## config.mk

```make
export PLATFORM = sky130hd
export DESIGN_NAME = drive_homing_sequencer
export DESIGN_NICKNAME = d
export VERILOG_FILES = /design/src/design/homing_pkg.sv /design/src/design/motion_if.sv /design/src/design/speed_ramp.sv /design/src/design/effort_clamp.sv /design/src/design/drive_homing_sequencer.sv
export SDC_FILE = /design/constraint.sdc
export NUM_CORES = 1
export LEC_CHECK = 0
export BUFFER_PORTS_ARGS = -buffer_cell sky130_fd_sc_hd__buf_2
export CAP_MARGIN = 20
export CORE_MARGIN = 1
export CORE_UTILIZATION = 35
export CTS_CLUSTER_SIZE = 20
export DETAILED_ROUTE_END_ITERATION = 10
export GPL_ROUTABILITY_DRIVEN = 0
export GPL_TIMING_DRIVEN = 1
export SLEW_MARGIN = 20
export SYNTH_ARGS = -nofsm -noshare
export SYNTH_HDL_FRONTEND = slang
export SYNTH_SLANG_ARGS = --single-unit
```

## constraint.sdc

```tcl
create_clock -name ref_clk -period 11 [get_ports ref_clk]
set_clock_uncertainty 0.1 [all_clocks]
set_input_delay 0.55 -clock ref_clk [delete_from_list [all_inputs] [get_ports ref_clk]]
set_output_delay 0.55 -clock ref_clk [all_outputs]
set_load 0.1 [all_outputs]
```

## src/design/homing_pkg.sv

```systemverilog
// package: object dictionary map, method codes and sequencer states for the homing block
package homing_pkg;
   localparam logic [15:0] IDX_HOME_OFFSET    = 16'h607c;
   localparam logic [15:0] IDX_HOMING_METHOD  = 16'h6098;
   localparam logic [15:0] IDX_HOMING_SPEEDS  = 16'h6099;
   localparam logic [15:0] IDX_HOMING_ACCEL   = 16'h609a;
   localparam logic [15:0] IDX_POS_DEMAND     = 16'h6062;
   localparam logic [15:0] IDX_POS_ACTUAL     = 16'h6063;
   localparam logic [15:0] IDX_CONTROL_EFFORT = 16'h60fa;
   localparam logic [15:0] IDX_EFFORT_LIMIT   = 16'h60fb;
   localparam logic [7:0]  SUB_COUNT          = 8'h00;
   localparam logic [7:0]  SUB_SWITCH_SPEED   = 8'h01;
   localparam logic [7:0]  SUB_ZERO_SPEED     = 8'h02;
   localparam logic [31:0] SPEED_ENTRY_COUNT  = 32'h0000_0002;
   localparam logic [31:0] RESET_WORD         = 32'h0000_0000;
   localparam logic [31:0] RESET_EFFORT_LIMIT = 32'h7fff_ffff;
   localparam logic [7:0]  METHOD_NONE        = 8'h00;
   localparam logic [7:0]  METHOD_LAST_INDEX  = 8'h0e;
   localparam logic [7:0]  METHOD_FIRST_SW    = 8'h11;
   localparam logic [7:0]  METHOD_LAST_SW     = 8'h1e;
   localparam logic [7:0]  METHOD_INDEX_NEG   = 8'h21;
   localparam logic [7:0]  METHOD_INDEX_POS   = 8'h22;
   localparam logic [7:0]  METHOD_CURRENT     = 8'h23;
   localparam logic [7:0]  METHOD_MIRROR_STEP = 8'h10;

   typedef enum logic [2:0] {
      ST_IDLE   = 3'b000,
      ST_SEEK   = 3'b001,
      ST_BACK   = 3'b010,
      ST_INDEX  = 3'b011,
      ST_STOP   = 3'b100,
      ST_DONE   = 3'b101,
      ST_FAULT  = 3'b110
   } homing_state_type;

   // home signal that ends the switch search
   typedef enum logic [1:0] {
      SRC_NEG_LIMIT = 2'b00,
      SRC_POS_LIMIT = 2'b01,
      SRC_HOME_SW   = 2'b10,
      SRC_NONE      = 2'b11
   } home_source_type;
endpackage : homing_pkg

```

## src/design/motion_if.sv

```systemverilog
// interface: commands between the sequencer and its ramp and limiter units
`timescale 1ns/1ps
`default_nettype none
interface motion_if;
   logic        move_en;
   logic        dir_pos;
   logic [31:0] target_speed;
   logic [31:0] accel;
   logic [31:0] speed;
   logic        at_rest;
   logic [31:0] raw_effort;
   logic [31:0] limit;
   logic [31:0] effort;
   modport seq   (output move_en, dir_pos, target_speed, accel, raw_effort, limit,
                  input speed, at_rest, effort);
   modport ramp  (input move_en, target_speed, accel, output speed, at_rest);
   modport clamp (input raw_effort, limit, output effort);
endinterface : motion_if
`default_nettype wire

```

## src/design/speed_ramp.sv

```systemverilog
// module: trapezoidal speed ramp using one acceleration for both directions of change
`timescale 1ns/1ps
`default_nettype none
module speed_ramp
   import homing_pkg::*;
(
   input  wire logic ref_clk,
   input  wire logic srst,
   motion_if.ramp    m
);
   logic [31:0] speed_q;
   logic [31:0] speed_d;
   logic [31:0] goal;
   logic [32:0] up;

   always_comb begin
      goal = m.move_en ? m.target_speed : RESET_WORD;
      up   = {1'b0, speed_q} + {1'b0, m.accel};
      speed_d = speed_q;
      if (speed_q < goal) begin
         speed_d = (up[32] || up[31:0] > goal) ? goal : up[31:0];
      end else if (speed_q > goal) begin
         speed_d = (speed_q - goal < m.accel) ? goal : speed_q - m.accel;
      end
   end

   always_ff @(posedge ref_clk) begin
      if (srst) speed_q <= RESET_WORD;
      else      speed_q <= speed_d;
   end

   assign m.speed   = speed_q;
   assign m.at_rest = (speed_q == RESET_WORD);
endmodule : speed_ramp
`default_nettype wire

```

## src/design/effort_clamp.sv

```systemverilog
// module: absolute limiter on the signed control effort
`timescale 1ns/1ps
`default_nettype none
module effort_clamp (
   motion_if.clamp m
);
   logic signed [31:0] raw;
   logic signed [31:0] lim;
   always_comb begin
      raw = m.raw_effort;
      lim = {1'b0, m.limit[30:0]};
      if (raw > lim)       m.effort = lim;
      else if (raw < -lim) m.effort = -lim;
      else                 m.effort = raw;
   end
endmodule : effort_clamp
`default_nettype wire

```

## src/design/drive_homing_sequencer.sv

```systemverilog
// module: homing sequencer with dictionary access and position loop values
`timescale 1ns/1ps
`default_nettype none
// Notes on behaviour
// - speed array count reads 2; entry 1 is switch search speed, reset zero
// - entry 2 is the zero/index search speed, reset zero
// - one homing acceleration drives every ramp up and down
// - home sources: negative limit, positive limit, home switch, index; a hard stop faults while seeking, backing or indexing, not in the final stop
// - rightward motion raises the encoder count
// - method 1 starts leftward when negative limit is inactive
// - method 1 homes at first index right of negative limit release
// - method 2 starts rightward when positive limit is inactive
// - method 2 homes at first index left of positive limit release
// - methods 3,4 start by home switch state, home at nearby index
// - methods 5,6 start by home switch state, home at nearby index
// - reversal may happen anywhere after the home switch changes
// - methods 7-10 start rightward, 11-14 leftward, unless switch active
// - with switch active at start, direction follows the sought edge
// - moving away from home switch reverses at the limit switch
// - methods 17-30 mirror 1-14 but home at the switch edge itself
// - method 33 searches negative, 34 positive, home at first index
// - method 35 takes present position as home without motion
// - zero position differs from home by the home offset
// - position demand value is read only, 32 bits, reset zero
// - position actual value is in encoder increments
// - control effort is clamped to an absolute limit
// - on completion zero equals home plus offset for later moves
// - method zero performs no homing motion
module drive_homing_sequencer
   import homing_pkg::*;
(
   input  wire logic        ref_clk,
   input  wire logic        srst,
   input  wire logic        od_wr,
   input  wire logic        od_rd,
   input  wire logic [15:0] od_index,
   input  wire logic [7:0]  od_subindex,
   input  wire logic [31:0] od_wdata,
   output logic [31:0]      od_rdata,
   output logic             od_ack,
   output logic             od_err,
   input  wire logic        homing_start,
   input  wire logic        neg_limit,
   input  wire logic        pos_limit,
   input  wire logic        home_switch,
   input  wire logic        index_pulse,
   input  wire logic        hard_stop,
   input  wire logic [31:0] encoder_count,
   input  wire logic [31:0] loop_effort,
   output logic             motion_active,
   output logic             motion_dir_pos,
   output logic [31:0]      motion_speed,
   output logic             homing_done,
   output logic             homing_error,
   output logic [31:0]      position_demand,
   output logic [31:0]      control_effort
);
   motion_if mif ();
   speed_ramp u_ramp (.ref_clk(ref_clk), .srst(srst), .m(mif.ramp));
   effort_clamp u_clamp (.m(mif.clamp));

   // ================= dictionary storage =================
   logic [31:0] switch_speed_q, switch_speed_d;
   logic [31:0] zero_speed_q, zero_speed_d;
   logic [31:0] accel_q, accel_d;
   logic [31:0] offset_q, offset_d;
   logic [7:0]  method_q, method_d;
   logic [31:0] limit_q, limit_d;
   logic [31:0] rdata_q, rdata_d;
   logic        ack_q, ack_d, err_q, err_d;

   // ================= sequencer state =================
   homing_state_type state_q, state_d;
   logic             dir_q, dir_d;
   logic             fast_q, fast_d;
   logic             sw_prev_q, sw_prev_d;
   logic [31:0]      home_q, home_d;
   logic [31:0]      demand_q, demand_d;
   logic [31:0]      effort_q, effort_d;
   logic             done_q, done_d;
   logic             fail_q, fail_d;
   logic             active_q, active_d;
   logic [31:0]      mspeed_q, mspeed_d;

   // ================= method decode =================
   logic [7:0]      base;
   logic            use_index;
   logic            defined;
   home_source_type src;
   logic            src_level;
   logic            sw_now;
   logic            start_pos;
   logic            sought_edge_high;

   always_comb begin
      defined   = 1'b1;
      use_index = 1'b1;
      base      = method_q;
      if (method_q >= METHOD_FIRST_SW && method_q <= METHOD_LAST_SW) begin
         base      = method_q - METHOD_MIRROR_STEP;
         use_index = 1'b0;
      end else if (method_q == METHOD_NONE || method_q > METHOD_CURRENT ||
                   (method_q > METHOD_LAST_INDEX && method_q < METHOD_INDEX_NEG)) begin
         defined = 1'b0;
      end
      src              = SRC_HOME_SW;
      start_pos        = 1'b1;
      sought_edge_high = 1'b0;
      unique case (base)
         8'h01: begin
            src       = SRC_NEG_LIMIT;
            start_pos = 1'b0;
         end
         8'h02: src = SRC_POS_LIMIT;
         8'h03, 8'h04: start_pos = ~home_switch;
         8'h05, 8'h06: start_pos = home_switch;
         8'h07, 8'h08, 8'h09, 8'h0a: begin
            sought_edge_high = base[0];
            start_pos = home_switch ? ~base[0] : 1'b1;
         end
         8'h0b, 8'h0c, 8'h0d, 8'h0e: begin
            sought_edge_high = base[0];
            start_pos = home_switch ? base[0] : 1'b0;
         end
         8'h21: begin
            src       = SRC_NONE;
            start_pos = 1'b0;
         end
         8'h22: src = SRC_NONE;
         default: src = SRC_NONE;
      endcase
      unique case (src)
         SRC_NEG_LIMIT: src_level = neg_limit;
         SRC_POS_LIMIT: src_level = pos_limit;
         SRC_HOME_SW:   src_level = home_switch;
         SRC_NONE:      src_level = 1'b0;
      endcase
      sw_now = src_level;
   end

   // ================= dictionary access =================
   always_comb begin
      switch_speed_d = switch_speed_q;
      zero_speed_d   = zero_speed_q;
      accel_d        = accel_q;
      offset_d       = offset_q;
      method_d       = method_q;
      limit_d        = limit_q;
      rdata_d        = RESET_WORD;
      ack_d          = od_wr | od_rd;
      err_d          = 1'b0;
      if (od_wr) begin
         unique case (od_index)
            IDX_HOMING_SPEEDS:
               if (od_subindex == SUB_SWITCH_SPEED) switch_speed_d = od_wdata;
               else if (od_subindex == SUB_ZERO_SPEED) zero_speed_d = od_wdata;
               else err_d = 1'b1;
            IDX_HOMING_ACCEL:  accel_d  = od_wdata;
            IDX_HOME_OFFSET:   offset_d = od_wdata;
            IDX_HOMING_METHOD: method_d = od_wdata[7:0];
            IDX_EFFORT_LIMIT:  limit_d  = od_wdata;
            default: err_d = 1'b1;
         endcase
      end else if (od_rd) begin
         unique case (od_index)
            IDX_HOMING_SPEEDS:
               if (od_subindex == SUB_COUNT)             rdata_d = SPEED_ENTRY_COUNT;
               else if (od_subindex == SUB_SWITCH_SPEED) rdata_d = switch_speed_q;
               else if (od_subindex == SUB_ZERO_SPEED)   rdata_d = zero_speed_q;
               else err_d = 1'b1;
            IDX_HOMING_ACCEL:   rdata_d = accel_q;
            IDX_HOME_OFFSET:    rdata_d = offset_q;
            IDX_HOMING_METHOD:  rdata_d = {24'h00_0000, method_q};
            IDX_EFFORT_LIMIT:   rdata_d = limit_q;
            IDX_POS_DEMAND:     rdata_d = demand_q;
            IDX_POS_ACTUAL:     rdata_d = encoder_count;
            IDX_CONTROL_EFFORT: rdata_d = effort_q;
            default: err_d = 1'b1;
         endcase
      end
   end

   always_ff @(posedge ref_clk) begin
      if (srst) begin
         switch_speed_q <= RESET_WORD;
         zero_speed_q   <= RESET_WORD;
         accel_q        <= RESET_WORD;
         offset_q       <= RESET_WORD;
         method_q       <= METHOD_NONE;
         limit_q        <= RESET_EFFORT_LIMIT;
         rdata_q        <= RESET_WORD;
         ack_q          <= 1'b0;
         err_q          <= 1'b0;
      end else begin
         switch_speed_q <= switch_speed_d;
         zero_speed_q   <= zero_speed_d;
         accel_q        <= accel_d;
         offset_q       <= offset_d;
         method_q       <= method_d;
         limit_q        <= limit_d;
         rdata_q        <= rdata_d;
         ack_q          <= ack_d;
         err_q          <= err_d;
      end
   end

   // ================= homing sequence =================
   logic away_limit;
   assign away_limit = dir_q ? pos_limit : neg_limit;

   always_comb begin
      state_d   = state_q;
      dir_d     = dir_q;
      fast_d    = fast_q;
      sw_prev_d = sw_now;
      home_d    = home_q;
      done_d    = done_q;
      fail_d    = fail_q;
      unique case (state_q)
         ST_IDLE, ST_DONE, ST_FAULT: begin
            if (homing_start) begin
               done_d = 1'b0;
               fail_d = 1'b0;
               dir_d  = start_pos;
               fast_d = 1'b1;
               if (!defined) begin
                  state_d = ST_IDLE;
               end else if (method_q == METHOD_CURRENT) begin
                  home_d  = encoder_count;
                  state_d = ST_STOP;
               end else if (src == SRC_NONE) begin
                  fast_d  = 1'b0;
                  state_d = ST_INDEX;
               end else begin
                  state_d = ST_SEEK;
               end
            end
         end
         ST_SEEK: begin
            if (hard_stop) begin
               state_d = ST_FAULT;
            end else if (src != SRC_HOME_SW && sw_now) begin
               dir_d   = ~dir_q;
               fast_d  = 1'b0;
               state_d = ST_BACK;
            end else if (src == SRC_HOME_SW && sw_now != sw_prev_q) begin
               if (sw_now == sought_edge_high || base < 8'h07) begin
                  dir_d   = ~dir_q;
                  fast_d  = 1'b0;
                  state_d = ST_BACK;
               end
            end else if (src == SRC_HOME_SW && away_limit) begin
               dir_d = ~dir_q;
            end
         end
         ST_BACK: begin
            // creep back until the home signal changes level
            if (hard_stop) begin
               state_d = ST_FAULT;
            end else if (sw_now != sw_prev_q) begin
               if (use_index) begin
                  state_d = ST_INDEX;
               end else begin
                  home_d  = encoder_count;
                  state_d = ST_STOP;
               end
            end
         end
         ST_INDEX: begin
            if (hard_stop || away_limit) begin
               state_d = ST_FAULT;
            end else if (index_pulse) begin
               home_d  = encoder_count;
               state_d = ST_STOP;
            end
         end
         ST_STOP: begin
            if (mif.at_rest) begin
               done_d  = 1'b1;
               state_d = ST_DONE;
            end
         end
         default: state_d = ST_FAULT;
      endcase
      if (state_d == ST_FAULT && state_q != ST_FAULT) fail_d = 1'b1;
   end

   always_comb begin
      mif.move_en      = (state_q == ST_SEEK) || (state_q == ST_BACK) ||
                         (state_q == ST_INDEX);
      mif.dir_pos      = dir_q;
      mif.target_speed = fast_q ? switch_speed_q : zero_speed_q;
      mif.accel        = accel_q;
      mif.raw_effort   = loop_effort;
      mif.limit        = limit_q;
      active_d         = !mif.at_rest || mif.move_en;
      mspeed_d         = mif.speed;
      effort_d         = mif.effort;
      demand_d         = demand_q;
      if (state_q == ST_STOP && state_d == ST_DONE) begin
         demand_d = home_q + offset_q;
      end
   end

   always_ff @(posedge ref_clk) begin
      if (srst) begin
         state_q   <= ST_IDLE;
         dir_q     <= 1'b0;
         fast_q    <= 1'b0;
         sw_prev_q <= 1'b0;
         home_q    <= RESET_WORD;
         demand_q  <= RESET_WORD;
         effort_q  <= RESET_WORD;
         done_q    <= 1'b0;
         fail_q    <= 1'b0;
         active_q  <= 1'b0;
         mspeed_q  <= RESET_WORD;
      end else begin
         state_q   <= state_d;
         dir_q     <= dir_d;
         fast_q    <= fast_d;
         sw_prev_q <= sw_prev_d;
         home_q    <= home_d;
         demand_q  <= demand_d;
         effort_q  <= effort_d;
         done_q    <= done_d;
         fail_q    <= fail_d;
         active_q  <= active_d;
         mspeed_q  <= mspeed_d;
      end
   end

   assign od_rdata        = rdata_q;
   assign od_ack          = ack_q;
   assign od_err          = err_q;
   assign motion_active   = active_q;
   assign motion_dir_pos  = dir_q;
   assign motion_speed    = mspeed_q;
   assign homing_done     = done_q;
   assign homing_error    = fail_q;
   assign position_demand = demand_q;
   assign control_effort  = effort_q;
endmodule : drive_homing_sequencer
`default_nettype wire

```

==> results_dict.tcl, run 1 <==
set metrics [dict create \
    clk_pin_slew_ns 0.06 \
    grt_pass1_vias 24880 \
    cts_resized 0 \
    pin_count 264 \
    yosysTopAreaCellShare 0.2830 \
    row_count 100 \
    cts_hold_buffers 0 \
    drcViolationCount 0 \
    setup_tns_ns 0 \
    seq_area_frac_synth 0.2830 \
    die_h_um 275.8 \
    grt_max_degree 185 \
    outcome "complete, no violations" \
    cts_buffers 46 \
    worstMarginPinSlew_ns 1.290 \
    wl_met1_um 45080 \
    grt_pass1_wl_um 159200 \
    slew_viol_final 0 \
    clock_sinks 371 \
    die_x_um 275.8 \
    dpl.hpwl_um 82440 \
    crit_top_cell "a21oi_1" \
    dieArea_sq_um 76070 \
    period_share 0.6682 \
    synth_nets 3797 \
    instances_no_fill 4562 \
    ys_types 92 \
    irDropWorstVdd_v 0.0001426 \
    cp_slowest_cell "dfxtp_1" \
    hold_depth 3 \
    hold_path_class "primary input to flip-flop" \
    ys.flop_type "dfxtp_1" \
    vias 27180 \
    initial_core_util 0.3531 \
    synth-edff-count 0 \
    cts_tree "built" \
    wl_um 108600 \
    slew_headroom 0.1400 \
    antenna_found_initial 5 \
    min_to "home_q[0]" \
    via_per_inst 5.958 \
    crit_type "flip-flop to flip-flop" \
    synth_commonest_cells "nand2_1, a21oi_1, dfxtp_1, ha_1, nor2_1" \
    highest_layer "met5" \
    h-tree-depth 2 \
    cp_max_fo 20 \
    cp-end-kind "flip-flop" \
    ff2ff_path_depth 25 \
    setup_viol 0 \
    max_freq_mhz 136.1 \
    holdCritStartpoint "encoder_count[0]" \
    ys_async_sr_fraction 0 \
    nets 3946 \
    dp.cells 4474 \
    r2r_setup_slack_ns 3.65 \
    cap_violations 0 \
    firstDrtPassIters 7 \
    ant_nets 0 \
    postCtsSetupBuffers 0 \
    grt_overflow_total 0 \
    netlist_top_cells_area "dfxtp_1, ha_1, nand2_1" \
    worstSetupStartpointType "flip-flop" \
    rsz0062_at_grt "no" \
    clock_path_buffers 3 \
    postSynthAreaPerCell_sq_um 7.704 \
    netlist_area_sq_um 26240 \
    layout_min_cycle_time_ns 7.350 \
    worst_ep_required_time_ns 11.41 \
    routedWlPerCell_um 23.80 \
    met2_length_um 46770 \
    clk_latency_ns 0.65 \
    r2r_start "fast_q" \
    synth_seq_cells 371 \
    slowest_delay_ns 0.77 \
    first_iter_violations 3318 \
    cts_root_buffer "clkbuf_16" \
    area_growth_pct 14.19 \
    timing.rr.end "u_ramp.m.speed[13]" \
    finalHoldViolCount 0 \
    syn_inst 3406 \
    met3WireLength_um 10710 \
    leakage_nw 12.20 \
    drive_gt1_frac 0.1306 \
    critPathArrivalTime_ns 7.76 \
    grt.total_usage 0.2775 \
    synth_top_cell_by_area "dfxtp_1" \
    coreArea_sq_um 74320 \
    yosysMostFrequentCell "nand2_1" \
    p_per_area_nw_per_um2 195.2 \
    io_buffers 263 \
    synth_warnings 0 \
]
[worst max-delay path by stage]
| stage | startpoint | to |
|---|---|---|
| global placement | fast_q | u_ramp.m.speed[13] |
| global route | fast_q | u_ramp.m.speed[13] |
| detailed placement | fast_q | u_ramp.m.speed[13] |
| CTS | fast_q | u_ramp.m.speed[13] |
| floorplan | fast_q | u_ramp.m.speed[8] |
| finish | fast_q | u_ramp.m.speed[13] |
[layer usage]
metal	vias up	GRT usage
met5	-	0
met4	4	0.1437
met3	243	0.05020
met2	1394	0.4224
met1	12890	0.3726
li1	12650	-
[critical path: cells and delay by family, from the launching register on]
family	cells	cell delay (ns)
buffers and inverters	1	0.44
and+or+nand+nor	7	1.49
xor gates and xnor gates	1	0.15
muxes	1	0.40
AOI/OAI and AO/OA	13	3.26
DFF	1	0.77
adders and majority gates	2	0.63
[cells by family (layout without fill, tap and decap cells)]
group,count (synthesis),in the layout,share of synthesized area
muxes,71,71,0.02856
xor gates and xnor gates,123,123,0.04105
DFF,371,371,0.2830
buffers and inverters,336,520,0.04897
and+or+nand+nor,1218,1218,0.2176
other,0,3,0
AOI/OAI and AO/OA,1025,1025,0.2549
adders and majority gates,262,262,0.1260
[per-stage QoR]
step | total power [mW] | hold slack (ns) | utilization | area [sq um] | setup slack, ns
finish | 5.850 | 0.06117 | 0.4032 | 29970 | 3.650
global placement | 4.189 | 0.3433 | 0.3815 | 28350 | 3.990
global route | 6.141 | 0.07161 | 0.4031 | 29960 | 3.047
CTS | 5.805 | 0.05098 | 0.4029 | 29940 | 3.879
floorplan | 3.449 | 0.3319 | - | 26240 | 4.700
detailed placement | 4.190 | 0.3492 | 0.3815 | 28360 | 3.940
[flip-flops by register name, summed over array words and instances, names as in the netlist, 8 cells and up]
signal	flops
switch_speed_q	32
method_q	8
accel_q	32
od_rdata	32
motion_speed	32
home_q	32
u_ramp.m.speed	32
control_effort	32
offset_q	32
zero_speed_q	32
position_demand	32
limit_q	32
[power breakdown]
group | switching [mW] | internal [mW]
Clock | 0.676 | 0.930
Combinational | 1.73 | 1.01
Sequential | 0.0896 | 1.41
Total | 2.50 | 3.35
[final cells by class]
class,count,area [sq um]
Clock inverter,26,345.3
Clock buffer,57,1242
Fill cell,7756,44360
Multi-Input combinational cell,2699,17590
Timing Repair Buffer,303,1637
Antenna cell,3,7.507
Inverter,134,503.0
Tap cell,969,1212
Sequential cell,371,7427
[layout by cell type (no fill, tap or decap), drive strengths merged, types with 11 or more instances in the layout]
cell type / instances
and3: 20
nor3: 60
o31ai: 12
o21bai: 24
a22oi: 37
o211ai: 23
clkinv: 18
a31oi: 74
o221ai: 11
xnor2: 94
a21o: 66
mux2: 31
a211o: 40
o21ai: 121
clkbuf: 59
nand2b: 31
a221oi: 20
o21a: 30
nand2: 530
nor2b: 61
and2: 13
or3: 24
nor2: 250
buf: 301
a2111oi: 15
ha: 257
dfxtp: 371
nand3: 79
or2: 16
mux2i: 40
a211oi: 42
xor2: 29
nand4: 37
a222oi: 33
a21oi: 383
nor4: 38
inv: 134
No activity file was read; power rests on OpenSTA's default activity.
==> inputs of run 2 (changes only) <==
==> constraint.sdc (replaced) <==
create_clock -name ref_clk -period 6.17 [get_ports ref_clk]
set_clock_uncertainty 0.1 [all_clocks]
set_input_delay 0.3085 -clock ref_clk [delete_from_list [all_inputs] [get_ports ref_clk]]
set_output_delay 0.3085 -clock ref_clk [all_outputs]
set_load 0.1 [all_outputs]
==> results_dict.tcl, run 2 (synthesized netlist as in run 1, its figures left out) <==
set metrics [dict create \
    total_power_mw 10.88 \
    grt_pass1_wl_um 163800 \
    slew_headroom 0.1694 \
    wl_um 112000 \
    initial_core_util 0.3531 \
    h-tree-depth 2 \
    setup_viol 0 \
    grt.total_usage 0.2850 \
    clock_path_buffers 3 \
    row_count 100 \
    vias 28040 \
    period_share 0.9590 \
    clock_sinks 371 \
    leakage_nw 13.02 \
    multi_input_area_sq_um 17630 \
    instances_no_fill 4736 \
    via_per_inst 5.920 \
    die_x_um 275.8 \
    dp.cells 4563 \
    cts_buffers 45 \
    fin_area_sq_um 31630 \
    drcViolationCount 0 \
    outcome "complete, no violations" \
    crit_type "flip-flop to flip-flop" \
    cp-end-kind "flip-flop" \
    irDropWorstVdd_v 0.0003865 \
    drive_gt1_frac 0.1508 \
    setup_tns_ns 0 \
    nets 4120 \
    setup_ws_ns 0.2529 \
    die_h_um 275.8 \
    critPathArrivalTime_ns 6.29 \
    clk_latency_ns 0.63 \
    place_area_sq_um 29040 \
    layout_commonest_cell "nand2_1" \
    antenna_found_initial 5 \
    io_buffers 263 \
    finalHoldViolCount 0 \
    ant_nets 0 \
    grt_max_degree 103 \
    layout_min_cycle_time_ns 5.917 \
    grt_overflow_total 0 \
    hold_path_class "primary input to flip-flop" \
    cap_violations 0 \
    cp_max_fo 41 \
    worstSetupStartpointType "flip-flop" \
    dp_slack_ns 0.2136 \
    dieArea_sq_um 76070 \
    coreArea_sq_um 74320 \
    dpl.hpwl_um 85420 \
    postCtsSetupBuffers 0 \
    num-fill-cells 7625 \
    max_freq_mhz 169.0 \
    p_per_area_nw_per_um2 343.9 \
    worst_ep_required_time_ns 6.55 \
    clk_pin_slew_ns 0.07 \
    grt_pass1_vias 25680 \
    firstDrtPassIters 9 \
    first_iter_violations 3293 \
    routedWlPerCell_um 23.66 \
    final_util 0.4256 \
    cts_tree "built" \
    cts_root_buffer "clkbuf_16" \
    worstMarginPinSlew_ns 1.246 \
    pin_count 264 \
    whs_ns 0.02871 \
    area_growth_pct 20.55 \
    slew_viol_final 0 \
    seqCellArea_sq_um 7427 \
    layout_common_cells "nand2_1, a21oi_1, dfxtp_1, buf_2, ha_1" \
]
==> run 2: routing by layer <==
| metal | share of wire | wire length [um] | vias up | global-route usage |
|---|---|---|---|---|
| met5 | 0.00030 | 34 | - | 0 |
| met4 | 0.055 | 6171 | 6 | 0.1420 |
| met3 | 0.095 | 10620 | 249 | 0.04846 |
| met2 | 0.43 | 48580 | 1446 | 0.4362 |
| met1 | 0.42 | 46640 | 13330 | 0.3848 |
| li1 | - | - | 13000 | - |
==> run 2: final timing paths <==
check | start | endpoint | slack, ns | cells after the start
max | limit_q[1] | control_effort[3] | 0.25 | 20
min | loop_effort[17] | control_effort[17] | 0.03 | 3
max reg2reg | limit_q[1] | control_effort[3] | 0.25 | 20
min reg2reg | homing_done | homing_done | 0.36 | 1
==> run 2: power by group <==
| part | switching (mW) | leakage, nW | internal [mW] |
|---|---|---|---|
| combinational | 3.19 | 9.24 | 2.08 |
| sequential | 0.123 | 3.01 | 2.51 |
| clock | 1.23 | 0.773 | 1.74 |
==> run 2: area by class of cell <==
type	instances	share of cell area
Tap cell	969	0.03833
Antenna cell	1	0.00007911
Clock inverter	26	0.01266
Clock buffer	58	0.03936
Timing Repair Buffer	478	0.1015
Multi-Input combinational cell	2699	0.5574
Sequential cell	371	0.2348
Inverter	134	0.01590
==> run 2: critical path, cell delays in order, from the launching register on <==
cell and delay (ns):
dfxtp_1 0.38, inv_1 0.14, ha_1 0.25, nand3_1 0.20, or3_1 0.39, or3_1 0.41
or3_1 0.41, nor3_1 0.33, xnor2_1 0.13, ha_1 0.21, nor4_1 0.17, nand2_1 0.14
a211o_1 0.29, a2111oi_0 0.49, buf_4 0.21, o31ai_1 0.08, a221o_2 0.45, buf_4 0.29
nor2_1 0.12, o21ai_0 0.09, a31oi_1 0.46
==> run 2: repair_timing <==
item                       4_1_cts  5_1_grt
setup endpoints to repair        0       30
gates resized for setup          0       11
hold buffers                    87        0
hold endpoints to repair       216        0
